<file path="config.mk">
export PLATFORM = sky130hd
export DESIGN_NAME = abte_core
export DESIGN_NICKNAME = d
export VERILOG_FILES = /design/src/logic/abte_pkg.sv /design/src/logic/abte_core.sv /design/src/logic/abte_alu.sv
export SDC_FILE = /design/constraint.sdc
export NUM_CORES = 2
export LEC_CHECK = 0
export BUFFER_PORTS_ARGS = -buffer_cell sky130_fd_sc_hd__buf_2
export CAP_MARGIN = 10
export CORE_AREA = 4 4 311 343
export DETAILED_ROUTE_END_ITERATION = 10
export DIE_AREA = 0 0 315 347
export HOLD_SLACK_MARGIN = 0.1
export PLACE_DENSITY_LB_ADDON = 0.15
export SLEW_MARGIN = 15
export SYNTH_ARGS = -nofsm -noshare
export SYNTH_HDL_FRONTEND = slang
export SYNTH_SLANG_ARGS = --single-unit
</file>
<file path="constraint.sdc">
create_clock -name CLOCK_IN -period 3.76 [get_ports CLOCK_IN]
set_input_delay 0.752 -clock CLOCK_IN [delete_from_list [all_inputs] [get_ports CLOCK_IN]]
set_output_delay 0.752 -clock CLOCK_IN [all_outputs]
set_load 0.1 [all_outputs]
</file>
<file path="src/logic/abte_pkg.sv">
// Constants, opcode fields and carrier types for the add and bit-test execute block
package abte_pkg;

  localparam int unsigned DATA_W = 8;
  localparam int unsigned NIB_W = 4;
  localparam int unsigned FADDR_W = 7;
  localparam int unsigned FILE_DEPTH = 128;
  localparam int unsigned INSTR_W = 14;
  localparam int unsigned CYC_W = 16;
  localparam int unsigned ADR_W = 10;
  localparam int unsigned FILE_IDX_LSB = 2;
  localparam int unsigned STAT_W = 4;

  // Register map, byte addresses of aligned 32-bit words
  localparam logic [9:0] ADR_INSTR = 10'h000;
  localparam logic [9:0] ADR_WREG = 10'h004;
  localparam logic [9:0] ADR_STAT = 10'h008;
  localparam logic [9:0] ADR_CYCLES = 10'h00c;
  localparam logic [9:0] ADR_FILE_BASE = 10'h200;
  localparam logic [9:0] ADR_FILE_MASK = 10'h203;

  localparam logic [3:0] SEL_INSTR = 4'h3;
  localparam logic [3:0] SEL_BYTE = 4'h1;

  // Reset values
  localparam logic [7:0] W_RST = 8'h00;
  localparam logic [7:0] FILE_RST = 8'h00;
  localparam logic FLAG_RST = 1'b0;
  localparam logic [13:0] INSTR_RST = 14'h0000;
  localparam logic [13:0] NOP_WORD = 14'h0000;
  localparam logic [15:0] CYC_RST = 16'h0000;
  localparam logic [15:0] CYC_ONE = 16'h0001;
  localparam logic [31:0] RD_ZERO = 32'h0000_0000;

  // Opcode fields
  localparam logic [4:0] OPC_ADD_IMM = 5'h1f;
  localparam logic [5:0] OPC_AND_IMM = 6'h39;
  localparam logic [5:0] OPC_ADD_FILE = 6'h07;
  localparam logic [5:0] OPC_AND_FILE = 6'h05;
  localparam logic [3:0] OPC_BIT_CLR = 4'h4;
  localparam logic [3:0] OPC_BIT_SET = 4'h5;
  localparam logic [3:0] OPC_TST_LOW = 4'h6;
  localparam logic [3:0] OPC_TST_HIGH = 4'h7;
  localparam logic DEST_W = 1'b0;
  localparam logic DEST_F = 1'b1;

  typedef enum logic [8:0] {
    OP_NONE = 9'h001,
    OP_ADD_IMM = 9'h002,
    OP_ADD_FILE = 9'h004,
    OP_AND_IMM = 9'h008,
    OP_AND_FILE = 9'h010,
    OP_BIT_CLR = 9'h020,
    OP_BIT_SET = 9'h040,
    OP_TST_LOW = 9'h080,
    OP_TST_HIGH = 9'h100
  } abte_op_t;

  typedef struct packed {
    logic [5:0] opc;
    logic dest;
    logic [6:0] faddr;
  } abte_file_ins_t;

  typedef struct packed {
    logic [3:0] opc;
    logic [2:0] bitn;
    logic [6:0] faddr;
  } abte_bit_ins_t;

  typedef struct packed {
    logic [5:0] opc;
    logic [7:0] lit;
  } abte_lit_ins_t;

  typedef struct packed {
    abte_op_t op;
    logic [7:0] w;
    logic [7:0] fval;
    logic [7:0] lit;
    logic [2:0] bitn;
    logic dest;
  } abte_alu_req_t;

  typedef struct packed {
    logic [7:0] value;
    logic c;
    logic dc;
    logic z;
    logic wr_w;
    logic wr_f;
    logic upd_arith;
    logic upd_z;
    logic skip;
  } abte_alu_res_t;

endpackage : abte_pkg

</file>
<file path="src/logic/abte_core.sv">
// Wishbone-driven execute core for add, and, bit clear/set and bit-test-skip
`timescale 1ns/1ns
`default_nettype none

module abte_core (
  input wire logic CLOCK_IN,
  input wire logic ARST_N_IN,
  input wire logic WB_CYC_IN,
  input wire logic WB_STB_IN,
  input wire logic WB_WE_IN,
  input wire logic [abte_pkg::ADR_W-1:0] WB_ADR_IN,
  input wire logic [3:0] WB_SEL_IN,
  input wire logic [31:0] WB_DAT_IN,
  output logic [31:0] WB_DAT_OUT,
  output logic WB_ACK_OUT,
  output logic [7:0] W_OUT,
  output logic SKIP_OUT
);

  logic [7:0] w;
  logic c_flag;
  logic nibble_carry_flag;
  logic z_flag;
  logic skip_pend;
  logic [13:0] last_instr;
  logic [15:0] cyc_cnt;
  logic [7:0] file_mem [abte_pkg::FILE_DEPTH];
  logic ack;
  logic [31:0] rdat;

  // Bus decode
  wire req = WB_CYC_IN & WB_STB_IN;
  wire commit = req & ack;
  wire wr = commit & WB_WE_IN;
  wire next_ack = req & !ack;
  wire lane0 = (WB_SEL_IN & abte_pkg::SEL_BYTE) == abte_pkg::SEL_BYTE;
  wire lanes_instr = (WB_SEL_IN & abte_pkg::SEL_INSTR) == abte_pkg::SEL_INSTR;
  wire hit_instr = WB_ADR_IN == abte_pkg::ADR_INSTR;
  wire hit_wreg = WB_ADR_IN == abte_pkg::ADR_WREG;
  wire hit_stat = WB_ADR_IN == abte_pkg::ADR_STAT;
  wire hit_cyc = WB_ADR_IN == abte_pkg::ADR_CYCLES;
  wire hit_file = (WB_ADR_IN & abte_pkg::ADR_FILE_MASK) == abte_pkg::ADR_FILE_BASE;
  wire [6:0] bus_idx = WB_ADR_IN[abte_pkg::FILE_IDX_LSB +: abte_pkg::FADDR_W];

  // A write to the instruction word with byte lanes 0 and 1 selected is one instruction cycle
  wire wr_instr = wr & hit_instr & lanes_instr;
  wire exec = wr_instr & !skip_pend;
  wire discard = wr_instr & skip_pend;
  wire wr_wreg = wr & hit_wreg & lane0;
  wire wr_stat = wr & hit_stat & lane0;
  wire wr_file = wr & hit_file & lane0;

  // Instruction fields
  wire [13:0] instr = WB_DAT_IN[abte_pkg::INSTR_W-1:0];
  abte_pkg::abte_file_ins_t f_ins;
  abte_pkg::abte_bit_ins_t b_ins;
  abte_pkg::abte_lit_ins_t l_ins;
  assign f_ins = abte_pkg::abte_file_ins_t'(instr);
  assign b_ins = abte_pkg::abte_bit_ins_t'(instr);
  assign l_ins = abte_pkg::abte_lit_ins_t'(instr);

  wire [6:0] faddr = f_ins.faddr;
  wire [7:0] lit_k = l_ins.lit;
  wire [2:0] bitn = b_ins.bitn;
  wire [7:0] fval = file_mem[faddr];

  abte_pkg::abte_op_t op;
  assign op = (l_ins.opc[5:1] == abte_pkg::OPC_ADD_IMM) ? abte_pkg::OP_ADD_IMM :
              (l_ins.opc == abte_pkg::OPC_AND_IMM) ? abte_pkg::OP_AND_IMM :
              (f_ins.opc == abte_pkg::OPC_ADD_FILE) ? abte_pkg::OP_ADD_FILE :
              (f_ins.opc == abte_pkg::OPC_AND_FILE) ? abte_pkg::OP_AND_FILE :
              (b_ins.opc == abte_pkg::OPC_BIT_CLR) ? abte_pkg::OP_BIT_CLR :
              (b_ins.opc == abte_pkg::OPC_BIT_SET) ? abte_pkg::OP_BIT_SET :
              (b_ins.opc == abte_pkg::OPC_TST_LOW) ? abte_pkg::OP_TST_LOW :
              (b_ins.opc == abte_pkg::OPC_TST_HIGH) ? abte_pkg::OP_TST_HIGH :
              abte_pkg::OP_NONE;

  abte_pkg::abte_alu_req_t alu_req;
  abte_pkg::abte_alu_res_t alu_res;
  assign alu_req.op = op;
  assign alu_req.w = w;
  assign alu_req.fval = fval;
  assign alu_req.lit = lit_k;
  assign alu_req.bitn = bitn;
  assign alu_req.dest = f_ins.dest;

  abte_alu u_alu (
    .req_in(alu_req),
    .res_out(alu_res)
  );

  // Next state
  wire ex_w = exec & alu_res.wr_w;
  wire ex_f = exec & alu_res.wr_f;
  wire ex_arith = exec & alu_res.upd_arith;
  wire ex_z = exec & alu_res.upd_z;

  wire [7:0] next_w = ex_w ? alu_res.value :
                      wr_wreg ? WB_DAT_IN[abte_pkg::DATA_W-1:0] : w;
  wire next_c = ex_arith ? alu_res.c :
                wr_stat ? WB_DAT_IN[0] : c_flag;
  wire next_dc = ex_arith ? alu_res.dc :
                 wr_stat ? WB_DAT_IN[1] : nibble_carry_flag;
  wire next_z = ex_z ? alu_res.z :
                wr_stat ? WB_DAT_IN[2] : z_flag;
  // Only an executed test can arm a skip, so set and clear never meet
  wire next_skip = exec ? alu_res.skip :
                   discard ? 1'b0 : skip_pend;
  wire [13:0] next_last = discard ? abte_pkg::NOP_WORD : instr;

  wire mem_we = ex_f | wr_file;
  wire [6:0] mem_wa = ex_f ? faddr : bus_idx;
  wire [7:0] mem_wd = ex_f ? alu_res.value : WB_DAT_IN[abte_pkg::DATA_W-1:0];

  // Read selection
  wire [3:0] stat_word = {skip_pend, z_flag, nibble_carry_flag, c_flag};
  wire [31:0] rd_mux =
    hit_instr ? {{(32-abte_pkg::INSTR_W){1'b0}}, last_instr} :
    hit_wreg ? {{(32-abte_pkg::DATA_W){1'b0}}, w} :
    hit_stat ? {{(32-abte_pkg::STAT_W){1'b0}}, stat_word} :
    hit_cyc ? {{(32-abte_pkg::CYC_W){1'b0}}, cyc_cnt} :
    hit_file ? {{(32-abte_pkg::DATA_W){1'b0}}, file_mem[bus_idx]} :
    abte_pkg::RD_ZERO;

  always_ff @(posedge CLOCK_IN or negedge ARST_N_IN) begin
    if (!ARST_N_IN) begin
      ack <= 1'b0;
      rdat <= abte_pkg::RD_ZERO;
    end else begin
      ack <= next_ack;
      rdat <= next_ack ? rd_mux : abte_pkg::RD_ZERO;
    end
  end

  always_ff @(posedge CLOCK_IN or negedge ARST_N_IN) begin
    if (!ARST_N_IN) begin
      w <= abte_pkg::W_RST;
      c_flag <= abte_pkg::FLAG_RST;
      nibble_carry_flag <= abte_pkg::FLAG_RST;
      z_flag <= abte_pkg::FLAG_RST;
      skip_pend <= abte_pkg::FLAG_RST;
    end else begin
      w <= next_w;
      c_flag <= next_c;
      nibble_carry_flag <= next_dc;
      z_flag <= next_z;
      skip_pend <= next_skip;
    end
  end

  // The discarded word still costs a cycle, so a taken skip counts two
  always_ff @(posedge CLOCK_IN or negedge ARST_N_IN) begin
    if (!ARST_N_IN) begin
      cyc_cnt <= abte_pkg::CYC_RST;
      last_instr <= abte_pkg::INSTR_RST;
    end else if (wr_instr) begin
      cyc_cnt <= cyc_cnt + abte_pkg::CYC_ONE;
      last_instr <= next_last;
    end
  end

  // Execute and bus writes share one write port: the bit ops rewrite all eight bits
  always_ff @(posedge CLOCK_IN or negedge ARST_N_IN) begin
    if (!ARST_N_IN) begin
      for (int i = 0; i < abte_pkg::FILE_DEPTH; i++) begin
        file_mem[i] <= abte_pkg::FILE_RST;
      end
    end else if (mem_we) begin
      file_mem[mem_wa] <= mem_wd;
    end
  end

  assign WB_ACK_OUT = ack;
  assign WB_DAT_OUT = rdat;
  assign W_OUT = w;
  assign SKIP_OUT = skip_pend;

  // Checks
  wire [4:0] chk_nib = {1'b0, w[3:0]} + {1'b0, lit_k[3:0]};
  wire [8:0] chk_sum = {1'b0, w} + {1'b0, lit_k};
  wire [7:0] chk_mask = 8'h01 << bitn;

  add_imm_a: assert property (@(posedge CLOCK_IN) disable iff (!ARST_N_IN)
    exec && op == abte_pkg::OP_ADD_IMM |=> w == 8'($past(w) + $past(lit_k)))
    else $error("add immediate result wrong");

  add_file_a: assert property (@(posedge CLOCK_IN) disable iff (!ARST_N_IN)
    exec && op == abte_pkg::OP_ADD_FILE && !f_ins.dest
    |=> w == 8'($past(w) + $past(fval)) && z_flag == (w == 8'h00))
    else $error("add file result wrong");

  dest_file_a: assert property (@(posedge CLOCK_IN) disable iff (!ARST_N_IN)
    exec && op == abte_pkg::OP_ADD_FILE && f_ins.dest
    |=> $stable(w) && file_mem[$past(faddr)] == 8'($past(w) + $past(fval)))
    else $error("destination select wrong");

  and_imm_a: assert property (@(posedge CLOCK_IN) disable iff (!ARST_N_IN)
    exec && op == abte_pkg::OP_AND_IMM
    |=> w == ($past(w) & $past(lit_k)) && $stable(c_flag) && $stable(nibble_carry_flag))
    else $error("and immediate wrong");

  and_file_a: assert property (@(posedge CLOCK_IN) disable iff (!ARST_N_IN)
    exec && op == abte_pkg::OP_AND_FILE
    |=> z_flag == (($past(w) & $past(fval)) == 8'h00) && $stable(c_flag))
    else $error("and file flags wrong");

  bit_clear_a: assert property (@(posedge CLOCK_IN) disable iff (!ARST_N_IN)
    exec && op == abte_pkg::OP_BIT_CLR
    |=> file_mem[$past(faddr)] == ($past(fval) & ~$past(chk_mask)) && $stable(z_flag))
    else $error("bit clear wrong");

  bit_set_a: assert property (@(posedge CLOCK_IN) disable iff (!ARST_N_IN)
    exec && op == abte_pkg::OP_BIT_SET
    |=> file_mem[$past(faddr)] == ($past(fval) | $past(chk_mask)) && $stable(c_flag))
    else $error("bit set wrong");

  skip_low_a: assert property (@(posedge CLOCK_IN) disable iff (!ARST_N_IN)
    exec && op == abte_pkg::OP_TST_LOW |=> skip_pend == !$past(fval[bitn]))
    else $error("skip if low wrong");

  skip_high_a: assert property (@(posedge CLOCK_IN) disable iff (!ARST_N_IN)
    exec && op == abte_pkg::OP_TST_HIGH |=> skip_pend == $past(fval[bitn]))
    else $error("skip if high wrong");

  skip_discard_a: assert property (@(posedge CLOCK_IN) disable iff (!ARST_N_IN)
    discard |=> !skip_pend && $stable(w) && $stable(z_flag) && last_instr == abte_pkg::NOP_WORD)
    else $error("discarded word had effect");

  carry_flags_a: assert property (@(posedge CLOCK_IN) disable iff (!ARST_N_IN)
    exec && op == abte_pkg::OP_ADD_IMM
    |=> c_flag == $past(chk_sum[8]) && nibble_carry_flag == $past(chk_nib[4]))
    else $error("carry flags wrong");

  rmw_one_a: assert property (@(posedge CLOCK_IN) disable iff (!ARST_N_IN)
    exec && (op == abte_pkg::OP_BIT_SET || op == abte_pkg::OP_BIT_CLR)
    |=> (file_mem[$past(faddr)] & ~$past(chk_mask)) == ($past(fval) & ~$past(chk_mask)))
    else $error("other bits disturbed");

  ack_pulse_a: assert property (@(posedge CLOCK_IN) disable iff (!ARST_N_IN)
    req && !ack |=> ack ##1 !ack)
    else $error("ack not a single pulse");

  and_file_w_a: assert property (@(posedge CLOCK_IN) disable iff (!ARST_N_IN)
    exec && op == abte_pkg::OP_AND_FILE && !f_ins.dest
    |=> w == ($past(w) & $past(fval)) && $stable(nibble_carry_flag))
    else $error("and file to w wrong");

  and_dest_a: assert property (@(posedge CLOCK_IN) disable iff (!ARST_N_IN)
    exec && op == abte_pkg::OP_AND_FILE && f_ins.dest
    |=> $stable(w) && file_mem[$past(faddr)] == ($past(w) & $past(fval)))
    else $error("and file destination wrong");

  add_zero_a: assert property (@(posedge CLOCK_IN) disable iff (!ARST_N_IN)
    exec && op == abte_pkg::OP_ADD_IMM
    |=> z_flag == (w == '0))
    else $error("zero flag wrong after add");

  bit_flags_a: assert property (@(posedge CLOCK_IN) disable iff (!ARST_N_IN)
    exec && (op == abte_pkg::OP_BIT_CLR || op == abte_pkg::OP_BIT_SET)
    |=> $stable(c_flag) && $stable(nibble_carry_flag) && $stable(z_flag) && $stable(w))
    else $error("bit op touched flags or w");

  test_quiet_a: assert property (@(posedge CLOCK_IN) disable iff (!ARST_N_IN)
    exec && (op == abte_pkg::OP_TST_LOW || op == abte_pkg::OP_TST_HIGH)
    |=> $stable(w) && $stable(c_flag) && $stable(z_flag) && $stable(nibble_carry_flag))
    else $error("bit test changed state");

  discard_file_a: assert property (@(posedge CLOCK_IN) disable iff (!ARST_N_IN)
    discard
    |=> file_mem[$past(faddr)] == $past(fval) && $stable(c_flag))
    else $error("discarded word wrote a file register");

  cycle_step_a: assert property (@(posedge CLOCK_IN) disable iff (!ARST_N_IN)
    wr_instr
    |=> cyc_cnt == $past(cyc_cnt) + abte_pkg::CYC_ONE)
    else $error("cycle count did not step");

  w_hold_a: assert property (@(posedge CLOCK_IN) disable iff (!ARST_N_IN)
    !exec && !wr_wreg
    |=> $stable(w))
    else $error("w changed without a cause");

  flags_hold_a: assert property (@(posedge CLOCK_IN) disable iff (!ARST_N_IN)
    !exec && !wr_stat
    |=> $stable(c_flag) && $stable(nibble_carry_flag) && $stable(z_flag))
    else $error("flags changed without a cause");

  read_wreg_a: assert property (@(posedge CLOCK_IN) disable iff (!ARST_N_IN)
    ack && !WB_WE_IN && hit_wreg
    |-> WB_DAT_OUT == {{(32-abte_pkg::DATA_W){1'b0}}, w})
    else $error("w read back wrong");

  skip_hold_a: assert property (@(posedge CLOCK_IN) disable iff (!ARST_N_IN)
    skip_pend && !wr_instr
    |=> skip_pend)
    else $error("armed skip lost");

endmodule : abte_core

`default_nettype wire

</file>
<file path="src/logic/abte_alu.sv">
// Combinational execute unit: add, and, bit clear/set and bit test
`timescale 1ns/1ns
`default_nettype none

module abte_alu (
  input wire abte_pkg::abte_alu_req_t req_in,
  output abte_pkg::abte_alu_res_t res_out
);

  logic [7:0] opnd;
  logic [8:0] add_sum;
  logic [4:0] nib_sum;
  logic [7:0] bit_mask;
  logic bit_val;
  logic lit_form;

  assign lit_form = (req_in.op == abte_pkg::OP_ADD_IMM) || (req_in.op == abte_pkg::OP_AND_IMM);
  assign opnd = lit_form ? req_in.lit : req_in.fval;
  assign add_sum = {1'b0, req_in.w} + {1'b0, opnd};
  assign nib_sum = {1'b0, req_in.w[abte_pkg::NIB_W-1:0]} + {1'b0, opnd[abte_pkg::NIB_W-1:0]};

  genvar i;
  generate
    for (i = 0; i < abte_pkg::DATA_W; i++) begin : g_mask
      assign bit_mask[i] = (req_in.bitn == 3'(i));
    end
  endgenerate

  assign bit_val = |(req_in.fval & bit_mask);

  always_comb begin
    res_out = '0;
    case (req_in.op)
      abte_pkg::OP_ADD_IMM, abte_pkg::OP_ADD_FILE: begin
        res_out.value = add_sum[abte_pkg::DATA_W-1:0];
        res_out.c = add_sum[abte_pkg::DATA_W];
        res_out.dc = nib_sum[abte_pkg::NIB_W];
        res_out.z = (add_sum[abte_pkg::DATA_W-1:0] == abte_pkg::W_RST);
        res_out.upd_arith = 1'b1;
        res_out.upd_z = 1'b1;
        res_out.wr_w = lit_form || (req_in.dest == abte_pkg::DEST_W);
        res_out.wr_f = !lit_form && (req_in.dest == abte_pkg::DEST_F);
      end
      abte_pkg::OP_AND_IMM, abte_pkg::OP_AND_FILE: begin
        res_out.value = req_in.w & opnd;
        res_out.z = ((req_in.w & opnd) == abte_pkg::W_RST);
        res_out.upd_z = 1'b1;
        res_out.wr_w = lit_form || (req_in.dest == abte_pkg::DEST_W);
        res_out.wr_f = !lit_form && (req_in.dest == abte_pkg::DEST_F);
      end
      abte_pkg::OP_BIT_CLR: begin
        res_out.value = req_in.fval & ~bit_mask;
        res_out.wr_f = 1'b1;
      end
      abte_pkg::OP_BIT_SET: begin
        res_out.value = req_in.fval | bit_mask;
        res_out.wr_f = 1'b1;
      end
      abte_pkg::OP_TST_LOW: begin
        res_out.skip = !bit_val;
      end
      abte_pkg::OP_TST_HIGH: begin
        res_out.skip = bit_val;
      end
      default: begin
        res_out = '0;
      end
    endcase
  end

endmodule : abte_alu

`default_nettype wire

</file>
==> qor.txt <==
DR vias/cell -> 6.413
crit path buf inv count -> 8
CTS tree -> done
HP Class -> input pin to flip-flop
clk_lat worst skew -> 750 ps
Critical Path Sink Type -> flip-flop
NetSw -> 6814 µW
RSZ-0062 raised after global routing -> true
Reg clk slew, reported paths -> 60 ps
Sw Ratio -> 25.57%
Synth warnings -> 0
outcome -> finished with violations
Port Buffers -> 56
failing checks -> negative setup slack
Tightest Pin Transition -> 889.9 ps
Max Freq -> 194.9 MHz
mapped cell area -> 58430 µm²
Post-synth EDFFs -> 0
FP Rows -> 124
vias in the first global route -> 53.20k
CP max FO -> 17
Die Ht -> 347 µm
FILL cells -> 7071
final setup margin -> -1372 ps
post-route insts no fill -> 8292
Distinct cells, synth -> 84
P_int -> 19840 µW
Worst Setup Path Type -> input pin to flip-flop
post-synthesis register bit count -> 1083
Nets -> 6863
area delta synth->final -> 31.01%
TNS Setup -> -976260 ps
DP Wirelength -> 159.4 mm
Clock Tree Buf Depth -> 3
Max-slew headroom -> 40.13%
PwrDens -> 348.1 nW/µm²
Mean Syn Cell Area -> 10.40 µm²
Slew Limit Fails -> 0
Starting Density -> 56.46%
Async SR Flop Fraction -> 100.0%
clock skew after layout -> 51.56 ps
shortest period the worst path allows -> 5132 ps
arrival time at the worst endpoint -> 5730 ps
Top Ports -> 93
Clk pwr share -> 45.4%
CORE AREA -> 103500 µm²
worst slack, placed -> -2333 ps
GR Overflow Total -> 0
Final Hold Viols -> 0
delay-heaviest family, CP -> buffers and inverters
largest net degree at the start of global routing -> 106
Comb power frac -> 10.8%
residual DRC count -> 0
Critical Path Start Type -> input pin
Worst EP required -> 4360 ps
Max stage delay on crit path -> 630 ps
Final Cycle Share -> 136.5%
sequential share of the synthesized area -> 46.38%
CTS Root Buffer Type -> clkbuf_16
Pre-antenna DRT Iters -> 9
ratio of cells with drive above 1 in the final layout -> 33.44%
first-pass GRT wire length -> 336.5 mm
Num CTS Buffers -> 115
Via Count -> 53.17k
CTS sink cnt -> 1083
final setup vio count -> 1034
wire per inst -> 27.28 µm
CTS H-tree depth -> 3
initial antenna violation count -> 14
Synth Instances -> 5619
Detail Route Antenna Nets -> 0
ys flop type -> dfrtp_1
most common cell after layout, fill and taps aside -> buf_4
1st-iter DRT viols -> 6428
die area -> 109300 µm²
RePlAce Congestion -> 1.002
Placed Cells -> 8025
Total Routed Length -> 226.2 mm
most frequent cells in the layout -> buf_4 (1303), dfrtp_1 (1083), nand2_1 (1014)
Total GRT Usage -> 41.09%
critical path cell sequence -> buf_4 > buf_12 > buf_4 > mux4_2 > mux2i_1 > mux4_2 > nor3_1 > nor4_4 > buf_4 > nand2_1 > a21boi_1 > ha_1 > a21o_1 > a21oi_2 > o21bai_1 > a21oi_2 > xnor2_2 > a221oi_2 > buf_4 > a21o_4 > buf_12 > buf_12 > buf_12 > o21ai_1
Die Width -> 315 µm
max-cap viol count -> 0
Max stage delay cell, worst path -> nor4_4
Leak -> 0.03538 µW
Reg power frac -> 43.8%
Peak VDD IR -> 0.6973 mV
==> per-stage QoR <==
| stage | hold slack, ps | utilization (%) | power, µW | area, µm² |
|---|---|---|---|---|
| after floorplan | 433.7 | - | 13170 | 58820 |
| after detailed placement | 471.8 | 69.17 | 14540 | 71580 |
| after CTS | 417.9 | 73.56 | 26550 | 76120 |
| after global placement | 457.1 | 69.17 | 14530 | 71580 |
| final | 444.9 | 73.97 | 26650 | 76550 |
| after global routing | 462.7 | 73.95 | 27240 | 76530 |
==> timing repair <==
item / in CTS / in global routing
cloned: 7 / 7
resized for setup: 92 / 50
endpoints found under the hold margin: 43 / 0
pin swaps: 5 / 1
endpoints found under the setup margin: 1034 / 1035
buffers inserted: 17 / 13
hold buffers: 1 / 0
==> synth_stat cells, types with 5 or more instances <==
cell / n / area share (%)
or2_2: 9 / 0.096
clkbuf_1: 335 / 2.2
a31oi_1: 12 / 0.13
a211oi_1: 16 / 0.21
nor3_1: 43 / 0.37
buf_1: 34 / 0.22
buf_6: 36 / 0.69
o21ai_1: 113 / 0.97
nand4_1: 31 / 0.33
o22ai_1: 27 / 0.29
mux2_2: 33 / 0.64
mux4_2: 406 / 16
nor2b_1: 22 / 0.24
ha_1: 10 / 0.21
a22o_1: 6 / 0.090
and3_1: 18 / 0.19
o211ai_1: 10 / 0.13
nor4_1: 10 / 0.11
a21oi_2: 29 / 0.43
nor2_1: 419 / 2.7
nand2b_1: 24 / 0.26
inv_1: 23 / 0.15
a22oi_1: 163 / 2.1
o311ai_0: 5 / 0.075
a21oi_1: 279 / 2.4
o221ai_1: 6 / 0.090
nor3b_1: 6 / 0.077
buf_2: 82 / 0.70
nand3_1: 59 / 0.51
and2_1: 8 / 0.086
buf_4: 30 / 0.39
a221oi_1: 13 / 0.19
nand2_1: 1014 / 6.5
o2111ai_1: 6 / 0.090
mux2i_1: 364 / 6.2
xnor2_1: 19 / 0.28
o31ai_1: 10 / 0.13
buf_8: 5 / 0.13
o21ai_0: 716 / 6.1
a21boi_0: 6 / 0.077
dfrtp_1: 1083 / 46
==> cells by family (layout without fill, tap and decap cells) <==
| family | count (synthesis) | count (layout) | synth area share (%) |
|---|---|---|---|
| flops | 1083 | 1083 | 46.38 |
| xor+xnor | 22 | 22 | 0.3298 |
| fa+ha+maj | 11 | 11 | 0.2484 |
| compound gates | 1460 | 1460 | 14.18 |
| buf+inv | 550 | 1811 | 4.490 |
| simple gates | 1687 | 1687 | 11.80 |
| mux | 805 | 805 | 22.56 |
| other cells | 1 | 27 | 0.006418 |
==> flip-flops by register name (all words and copies together), names as in the netlist <==
| signal | flops |
|---|---|
| SKIP_OUT | 1 |
| WB_ACK_OUT | 1 |
| WB_DAT_OUT | 16 |
| W_OUT | 8 |
| c_flag | 1 |
| cyc_cnt | 16 |
| file_mem | 1024 |
| last_instr | 14 |
| nibble_carry_flag | 1 |
| z_flag | 1 |
==> metal layers <==
layer  vias up  GRT usage, %  wire, µm
met5         -             0       106
met4        14         26.76     18610
met3       995         12.15     26390
met2      3341         61.42    100100
met1     26050         52.44     80980
li1      22770             -         -
==> worst register-to-register path, stage by stage, from the launching register on <==
cell	delay, ps
dfrtp_1	380
mux4_2	510
mux4_2	530
o2111ai_2	220
a31oi_2	80
nor4_4	580
buf_4	230
nand2_1	40
a21boi_1	140
ha_1	300
a21o_1	190
a21oi_2	130
o21bai_1	100
a21oi_2	220
xnor2_2	120
a221oi_2	300
buf_4	170
a21o_4	170
buf_12	200
buf_12	160
buf_12	120
o21ai_1	80
==> layout make-up <==
type / instances / area [µm²] / share of cell area [%]
well taps: 1386 / 1734 / 2.265
multi-input cells: 4001 / 29090 / 38.00
clock buffers: 171 / 3432 / 4.483
repair buffers: 1574 / 14510 / 18.96
flip-flops and latches: 1083 / 27100 / 35.40
clock inverters: 40 / 553.0 / 0.7224
diodes: 11 / 27.53 / 0.03596
inverters: 26 / 97.59 / 0.1275
==> worst paths after layout <==
path                                             from                    endpoint  slack (ps)  cells past startpoint
min in group asynchronous                   ARST_N_IN   file_mem[542]$_DFFE_PN0P_         680                      2
max in group asynchronous                   ARST_N_IN   file_mem[897]$_DFFE_PN0P_        2020                      3
hold / removal                          WB_DAT_IN[12]  last_instr[12]$_DFFE_PN0P_         440                      4
setup / recovery                         WB_DAT_IN[2]  file_mem[1021]$_DFFE_PN0P_       -1370                     24
setup reg to reg            file_mem[737]$_DFFE_PN0P_  file_mem[1021]$_DFFE_PN0P_       -1310                     21
hold reg to reg            last_instr[10]$_DFFE_PN0P_  last_instr[10]$_DFFE_PN0P_         490                      2
==> power groups by stage <==
stage / clock network (µW) / registers, µW / logic [µW]
final: 12100 / 11700 / 2890
after CTS: 12100 / 11700 / 2750
after global placement: 0 / 11900 / 2650
after detailed placement: 0 / 11900 / 2660
after global routing: 12600 / 11700 / 2970
after floorplan: 0 / 11900 / 1270
No activity file was read; power rests on OpenSTA's default activity.
